## config.mk

```make
export PLATFORM = sky130hd
export DESIGN_NAME = aimux_top
export DESIGN_NICKNAME = d
export VERILOG_FILES = /design/src/aimux_pkg.sv /design/src/aimux_top.sv
export SDC_FILE = /design/constraint.sdc
export NUM_CORES = 1
export LEC_CHECK = 0
export ABC_CLOCK_PERIOD_IN_PS = 1700
export CORE_ASPECT_RATIO = 0.5
export CORE_MARGIN = 1
export CORE_UTILIZATION = 59
export CTS_BUF_LIST = sky130_fd_sc_hd__clkbuf_2 sky130_fd_sc_hd__clkbuf_4 sky130_fd_sc_hd__clkbuf_8
export CTS_CLUSTER_SIZE = 20
export DETAILED_ROUTE_END_ITERATION = 8
export DONT_BUFFER_PORTS = 1
export PLACE_DENSITY_LB_ADDON = 0.1
export SLEW_MARGIN = 20
export SYNTH_ARGS = -nofsm -noshare
export SYNTH_HDL_FRONTEND = slang
export SYNTH_SLANG_ARGS = --single-unit
```

## constraint.sdc

```tcl
create_clock -name core_clk -period 1.7 [get_ports core_clk]
set_input_delay 0.255 -clock core_clk [delete_from_list [all_inputs] [get_ports core_clk]]
set_output_delay 0.255 -clock core_clk [all_outputs]
set_load 0.03 [all_outputs]
```

## src/aimux_pkg.sv

```systemverilog
// package for the analog input mux select register bank
// assumes an apb slave host and an analog switch network downstream
package aimux_pkg;
    // register indices; pair config takes the next free word
    localparam int IDX_PORT_PIN_EN  = 32'h000000BA;
    localparam int IDX_CHANNEL_SEL  = 32'h000000BB;
    localparam int IDX_PAIR_CONFIG  = 32'h000000BC;
    // register byte addresses on the apb bus: four times the index
    localparam logic [11:0] ADDR_PORT_PIN_EN = 12'(IDX_PORT_PIN_EN * 4);
    localparam logic [11:0] ADDR_CHANNEL_SEL = 12'(IDX_CHANNEL_SEL * 4);
    localparam logic [11:0] ADDR_PAIR_CONFIG = 12'(IDX_PAIR_CONFIG * 4);
    // field layout
    localparam int CODE_W = 4;
    localparam int PAIR_W = 4;
    localparam int PINS_W = 8;
    localparam int PAIR_AIN01 = 0;
    localparam int PAIR_AIN23 = 1;
    localparam int PAIR_AMP   = 2;
    localparam int PAIR_PORT  = 3;
    // reset values
    localparam logic [7:0] RST_PORT_PIN_EN = 8'h00;
    localparam logic [3:0] RST_CHANNEL     = 4'h0;
    localparam logic [3:0] RST_PAIR        = 4'h0;
    // channel codes
    localparam logic [3:0] CODE_AIN0 = 4'h0;
    localparam logic [3:0] CODE_AIN1 = 4'h1;
    localparam logic [3:0] CODE_AIN2 = 4'h2;
    localparam logic [3:0] CODE_AIN3 = 4'h3;
    localparam logic [3:0] CODE_AMP  = 4'h4;
    localparam logic [3:0] CODE_AGND = 4'h5;
    localparam logic [3:0] CODE_EVEN = 4'h6;
    localparam logic [3:0] CODE_ODD  = 4'h7;

    // analog sources, binary-coded switch select per converter input
    typedef enum logic [3:0] {
        AIMUX_SRC_NONE, AIMUX_SRC_AIN0, AIMUX_SRC_AIN1, AIMUX_SRC_AIN2,
        AIMUX_SRC_AIN3, AIMUX_SRC_AMP, AIMUX_SRC_AMPREF, AIMUX_SRC_AGND,
        AIMUX_SRC_EVEN, AIMUX_SRC_ODD, AIMUX_SRC_TEMP
    } aimux_src_t;

    // routing presented to the switch network
    typedef struct packed {
        aimux_src_t pos_src;
        aimux_src_t neg_src;
        logic       differential;
        logic       undefined_sel;
        logic [7:0] even_pins;
        logic [7:0] odd_pins;
        logic       pin_short;
    } aimux_route_t;

    // all register state
    typedef struct packed {
        logic [7:0]  port_pin_en;
        logic [3:0]  channel_code;
        logic [3:0]  pair_cfg;
        logic [31:0] prdata;
        aimux_route_t route;
    } aimux_state_t;
endpackage : aimux_pkg

```

## src/aimux_top.sv

```systemverilog
// analog input mux select register bank with apb slave and route decode
// assumes apb master on core_clk; route outputs drive analog switches
//
// Contract
// - channel register upper nibble reads zero, ignored
// - four-bit channel code, readable, resets zero
// - single-ended decode of channel codes
// - pair bits turn codes into differential pairs
// - differential amplifier routes reference to negative
// - amplifier output to positive input when chosen
// - one enable bit per port pin, reset zero
// - any pin enable combination accepted
// - even pins to even group, odd to odd
// - even and odd enabled together short
// - four pair-config bits, set means differential
// - differential results are twos complement
//
// Implementation choice: the APB interface to the registers.
`timescale 1ns/100ps
module aimux_top #(
    parameter int PINS      = aimux_pkg::PINS_W,
    parameter int CODE_BITS = aimux_pkg::CODE_W,
    parameter int PAIR_BITS = aimux_pkg::PAIR_W
) (
    input  wire logic                  core_clk,
    input  wire logic                  sys_rst,
    input  wire logic                  psel,
    input  wire logic                  penable,
    input  wire logic                  pwrite,
    input  wire logic [11:0]           paddr,
    input  wire logic [31:0]           pwdata,
    input  wire logic [3:0]            pstrb,
    output logic                       pready,
    output logic                       pslverr,
    output logic [31:0]                prdata,
    output aimux_pkg::aimux_route_t    route,
    output logic                       result_twos_complement
);
    aimux_pkg::aimux_state_t s_q;
    aimux_pkg::aimux_state_t s_d;
    aimux_pkg::aimux_route_t r;
    logic                    setup;
    logic                    mapped;
    logic [CODE_BITS-1:0]    code;
    logic [PAIR_BITS-1:0]    pc;
    logic [PINS-1:0]         even_sw;
    logic [PINS-1:0]         odd_sw;

    // the register layout is fixed by the package; other widths cannot fit
    if (PINS != aimux_pkg::PINS_W || CODE_BITS != aimux_pkg::CODE_W ||
        PAIR_BITS != aimux_pkg::PAIR_W) begin : g_bad_width
        $error("aimux_top widths must match the register layout");
    end

    // per-pin parity split; each enabled pin feeds exactly one group
    for (genvar i = 0; i < PINS; i++) begin : g_pin
        if (i % 2 == 0) begin : g_even
            assign even_sw[i] = s_q.port_pin_en[i];
            assign odd_sw[i]  = 1'b0;
        end else begin : g_odd
            assign even_sw[i] = 1'b0;
            assign odd_sw[i]  = s_q.port_pin_en[i];
        end
    end

    // zero wait states; unmapped addresses answer with pslverr
    assign setup  = psel && !penable;
    assign mapped = (paddr == aimux_pkg::ADDR_PORT_PIN_EN) ||
                    (paddr == aimux_pkg::ADDR_CHANNEL_SEL) ||
                    (paddr == aimux_pkg::ADDR_PAIR_CONFIG);
    assign pready  = 1'b1;
    assign pslverr = psel && penable && !mapped;
    assign prdata  = s_q.prdata;
    assign route   = s_q.route;
    assign result_twos_complement = s_q.route.differential;

    // next state: register writes, read data, and route decode
    always_comb begin
        s_d  = s_q;
        code = s_q.channel_code;
        pc   = s_q.pair_cfg;
        // write takes effect in the access phase only
        if (psel && penable && pwrite && pstrb[0]) begin
            case (paddr)
                aimux_pkg::ADDR_PORT_PIN_EN:
                    s_d.port_pin_en = pwdata[7:0];
                aimux_pkg::ADDR_CHANNEL_SEL:
                    s_d.channel_code = pwdata[3:0];
                aimux_pkg::ADDR_PAIR_CONFIG:
                    s_d.pair_cfg = pwdata[3:0];
                default: ;
            endcase
        end
        // read data captured in setup so it is stable in access
        if (setup && !pwrite) begin
            case (paddr)
                aimux_pkg::ADDR_PORT_PIN_EN:
                    s_d.prdata = {24'h000000, s_q.port_pin_en};
                aimux_pkg::ADDR_CHANNEL_SEL:
                    s_d.prdata = {28'h0000000, s_q.channel_code};
                aimux_pkg::ADDR_PAIR_CONFIG:
                    s_d.prdata = {28'h0000000, s_q.pair_cfg};
                default:
                    s_d.prdata = 32'h00000000;
            endcase
        end

        // route decode from the current registers; one cycle behind writes
        r = '0;
        r.pos_src = aimux_pkg::AIMUX_SRC_NONE;
        r.neg_src = aimux_pkg::AIMUX_SRC_AGND;
        if (code[3]) begin
            r.pos_src = aimux_pkg::AIMUX_SRC_TEMP;
        end else begin
            case (code)
                aimux_pkg::CODE_AIN0: begin
                    r.pos_src = aimux_pkg::AIMUX_SRC_AIN0;
                    if (pc[aimux_pkg::PAIR_AIN01]) begin
                        r.neg_src = aimux_pkg::AIMUX_SRC_AIN1;
                        r.differential = 1'b1;
                    end
                end
                aimux_pkg::CODE_AIN1: begin
                    r.pos_src = aimux_pkg::AIMUX_SRC_AIN1;
                    // second code of a pair has no defined input
                    if (pc[aimux_pkg::PAIR_AIN01]) begin
                        r.pos_src = aimux_pkg::AIMUX_SRC_NONE;
                        r.undefined_sel = 1'b1;
                    end
                end
                aimux_pkg::CODE_AIN2: begin
                    r.pos_src = aimux_pkg::AIMUX_SRC_AIN2;
                    if (pc[aimux_pkg::PAIR_AIN23]) begin
                        r.neg_src = aimux_pkg::AIMUX_SRC_AIN3;
                        r.differential = 1'b1;
                    end
                end
                aimux_pkg::CODE_AIN3: begin
                    r.pos_src = aimux_pkg::AIMUX_SRC_AIN3;
                    if (pc[aimux_pkg::PAIR_AIN23]) begin
                        r.pos_src = aimux_pkg::AIMUX_SRC_NONE;
                        r.undefined_sel = 1'b1;
                    end
                end
                aimux_pkg::CODE_AMP: begin
                    r.pos_src = aimux_pkg::AIMUX_SRC_AMP;
                    if (pc[aimux_pkg::PAIR_AMP]) begin
                        r.neg_src = aimux_pkg::AIMUX_SRC_AMPREF;
                        r.differential = 1'b1;
                    end
                end
                aimux_pkg::CODE_AGND: begin
                    r.pos_src = aimux_pkg::AIMUX_SRC_AGND;
                    if (pc[aimux_pkg::PAIR_AMP]) begin
                        r.pos_src = aimux_pkg::AIMUX_SRC_NONE;
                        r.undefined_sel = 1'b1;
                    end
                end
                aimux_pkg::CODE_EVEN: begin
                    r.pos_src = aimux_pkg::AIMUX_SRC_EVEN;
                    if (pc[aimux_pkg::PAIR_PORT]) begin
                        r.neg_src = aimux_pkg::AIMUX_SRC_ODD;
                        r.differential = 1'b1;
                    end
                end
                aimux_pkg::CODE_ODD: begin
                    r.pos_src = aimux_pkg::AIMUX_SRC_ODD;
                    if (pc[aimux_pkg::PAIR_PORT]) begin
                        r.pos_src = aimux_pkg::AIMUX_SRC_NONE;
                        r.undefined_sel = 1'b1;
                    end
                end
                default: r.pos_src = aimux_pkg::AIMUX_SRC_NONE;
            endcase
        end
        // pin switches split by parity; hardware does not stop a short
        r.even_pins = even_sw;
        r.odd_pins  = odd_sw;
        r.pin_short = (|r.even_pins) && (|r.odd_pins);
        s_d.route = r;

        if (sys_rst) begin
            s_d.port_pin_en  = aimux_pkg::RST_PORT_PIN_EN;
            s_d.channel_code = aimux_pkg::RST_CHANNEL;
            s_d.pair_cfg     = aimux_pkg::RST_PAIR;
            s_d.prdata       = 32'h00000000;
            s_d.route        = '0;
        end
    end

    // single state register
    always_ff @(posedge core_clk) begin
        s_q <= s_d;
    end
endmodule : aimux_top

```

==> run_results.csv <==
group,metric,value,unit
status,violations,"DRC",
global_routing,track_usage,19.0,%
clock_tree,clock_latency,280,ps
clock_tree,hold_buffers,0,
status,status,"finished, violations left",
timing,rsz0062_at_grt,"no",
routing,drtIter0Drc,58,
timing,worst_pin_slew,586,ps
routing,drt_pass1_iterations,6,
pwr,combPwrFrac,7.5,%
global_routing,antenna_found_initial,0,
die,die-area,0.00361,mm^2
logic_synthesis,syn_area,0.00198,mm^2
clock_tree,htree_levels,2,
clock_tree,root_buffer,"clkbuf_8",
routing,drc_errors,10,
die,fp.dieW,84.0,um
routing,wl,3260,um
logic_synthesis,synth-async-reset-ratio,0,%
place,numPortBuffers,0,
clock_tree,tritoncts,"done",
run,maxCapViolations,0,
die,start_util,63.9,%
clock_tree,cts_num_sinks,43,
min_path,worstHoldPathType,"in2reg",
global_routing,overflow,0,
place,dp_hpwl,2380,um
layout,finalNonFillerCells,255,
global_routing,grt_pass1_wl,5180,um
layout,diodes,0,
timing,period_minus_slack,1620,ps
layout,stdcell_area,0.00197,mm^2
clock_tree,path_clk_slew,70,ps
timing,fin_skew,2.39,ps
critical_path,worstSetupStartpointType,"primary input",
routing,viasPerCell,5.09,
clock_tree,clock_path_buffers,2,
logic_synthesis,yosysUniqueCellTypes,30,
logic_synthesis,synth_ff_type,"dfxtp_1",
timing,min_period_over_period,95.2,%
routing,highest_layer,"met4",
critical_path,crit_required,1440,ps
pwr,finalPower,1.86,mW
critical_path,crit_type,"in2out",
clock_tree,cts-buffers-inserted,5,
logic_synthesis,synth_edf_count,0,
timing,slew_headroom,60.9,%
critical_path,path_max_fanout,3,
pwr,p_switching,444,uW
routing,wl_met2,1490,um
logic_synthesis,synth_seq_cells,43,
layout,drive_gt1_share,6.51,%
die,fp.dieH,43.0,um
routing,drt-met1-wl,1540,um
logic_synthesis,synth.yosys.seq_area_share,43.4,%
routing,wl_per_cell,12.8,um
pwr,p_leak,0.932,nW
die,core_area,0.00310,mm^2
critical_path,crit_arrival,1360,ps
place,dpl-instance-area,0.00187,mm^2
pwr,p_clk_share,37.6,%
global_routing,grt_max_degree,38,
timing,finalSetupViolCount,0,
pwr,ir_drop,0.413,mV
routing,wl_met3,212,um
routing,num_vias,1298,
layout,seqCellArea,861,um^2
place,gp_congestion,0.812,
timing,hold_viol_final,0,
layout,final_net_count,267,
logic_synthesis,synth_cells,218,
timing,finalMaxSlewViolations,0,
critical_path,end_kind,"output pin",
layout,multi_input_area,913,um^2
place,placed_cells_incl_taps,247,
pwr,swShare,23.8,%
pwr,seq_power_share,54.9,%
timing,fmax,0.618,GHz
pwr,internal-power,1.42,mW
pwr,powerDensity,945,mW/mm^2
clock_tree,post_cts_buffers,0,
routing,ant_nets,0,
logic_synthesis,ys_warn_count,0,
die,num_rows,14,
global_routing,grt_pass1_vias,1068,
die,ios,115,
layout,fill_cells,270,
logic_synthesis,postSynthAreaPerCell,9.09,um^2
layout,area.growth.synth_to_final,-0.442,%
[area by class of cell]
cell class	count	share of cell area, %
repair buffers	1	0.380
inverters	10	1.90
well taps	40	2.54
clock buffers	8	5.26
multi-input cells	153	46.3
flip-flops and latches	43	43.6
[metal layers]
layer / GRT usage, % / vias to the layer above
met5: 0 / -
met4: 6.21 / 0
met3: 6.81 / 3
met2: 29.5 / 60
met1: 24.9 / 580
li1: - / 655
[flip-flops by register name (all words and copies together) (netlist names)]
signal                  flops
odd_sw                      4
result_twos_complement      1
pc                          4
route                      18
even_sw                     4
prdata                      8
code                        4
[synthesized netlist by cell type (all sizes together) (2+ instances only)]
master,instances,area [um^2]
nand2,14,55.1
clkbuf,8,30.0
a31oi,3,18.8
a211oi,2,15.0
conb,2,7.51
nor2,11,41.3
nor4,5,46.3
o21ai,9,45.0
a21oi,9,45.0
nand3,2,10.0
inv,10,37.5
mux2i,20,200
nor3,4,20.0
nand4b,3,32.5
buf,35,260
nand2b,27,169
nor3b,3,22.5
dfxtp,43,861
[metrics by stage]
| stage | setup TNS (ps) | setup WS [ps] | utilization, % | hold WS, ps |
|---|---|---|---|---|
| final | 0 | 81.6 | 63.6 | 40.2 |
| after global routing | 0 | 3.09 | 63.6 | 25.4 |
| after CTS | 0 | 51.7 | 63.5 | 24.5 |
| after detailed placement | -112 | -14.8 | 60.2 | 335 |
| after global placement | -17.9 | -7.17 | 60.2 | 334 |
| after floorplan | 0 | 88.4 | - | 407 |
[layout by cell type (no fill, tap or decap), types with 7 or more instances in the layout]
| cell | synthesis | final |
|---|---|---|
| mux2i_1 | 20 | 20 |
| nand2b_1 | 27 | 27 |
| clkbuf_8 | 0 | 7 |
| conb_1 | 2 | 33 |
| nand2_1 | 13 | 13 |
| inv_1 | 10 | 10 |
| nor2_1 | 11 | 11 |
| a21oi_1 | 9 | 8 |
| o21ai_0 | 9 | 9 |
| dfxtp_1 | 43 | 43 |
[timing repair]
item,in CTS,in global routing
endpoints found under the hold margin,0,0
setup endpoints to repair,0,1
resized for setup,0,1
[worst paths after layout]
| path | start | to | slack [ps] | depth (start not counted) |
|---|---|---|---|---|
| setup / recovery | paddr[8] | pslverr | 80 | 3 |
| hold / removal | sys_rst | route[21]$_SDFF_PP0_ | 40 | 1 |
| setup reg to reg | code[2]$_SDFFE_PP0P_ | route[17]$_SDFF_PP0_ | 270 | 4 |
| hold reg to reg | odd_sw[7]$_SDFFE_PP0P_ | route[8]$_SDFF_PP0_ | 500 | 2 |
[cells by family after synthesis]
group | synth area share, %
buf+inv | 16.5
simple gates | 21.8
flops | 43.4
other cells | 0.379
compound gates | 7.77
mux | 10.1
[critical path, cell delays in order]
cell and delay, ps:
or4b_4 540, nor3_1 360, a21oi_2 210
[power by group through the flow]
stage	Combinational, mW	Clock (mW)	Sequential, mW
after floorplan	0.202	0	1.05
after global placement	0.137	0	1.05
after detailed placement	0.137	0	1.05
after CTS	0.137	0.723	1.02
after global routing	0.146	0.770	1.02
final	0.139	0.702	1.02
Note: power is estimated with default switching activity, not from simulation.
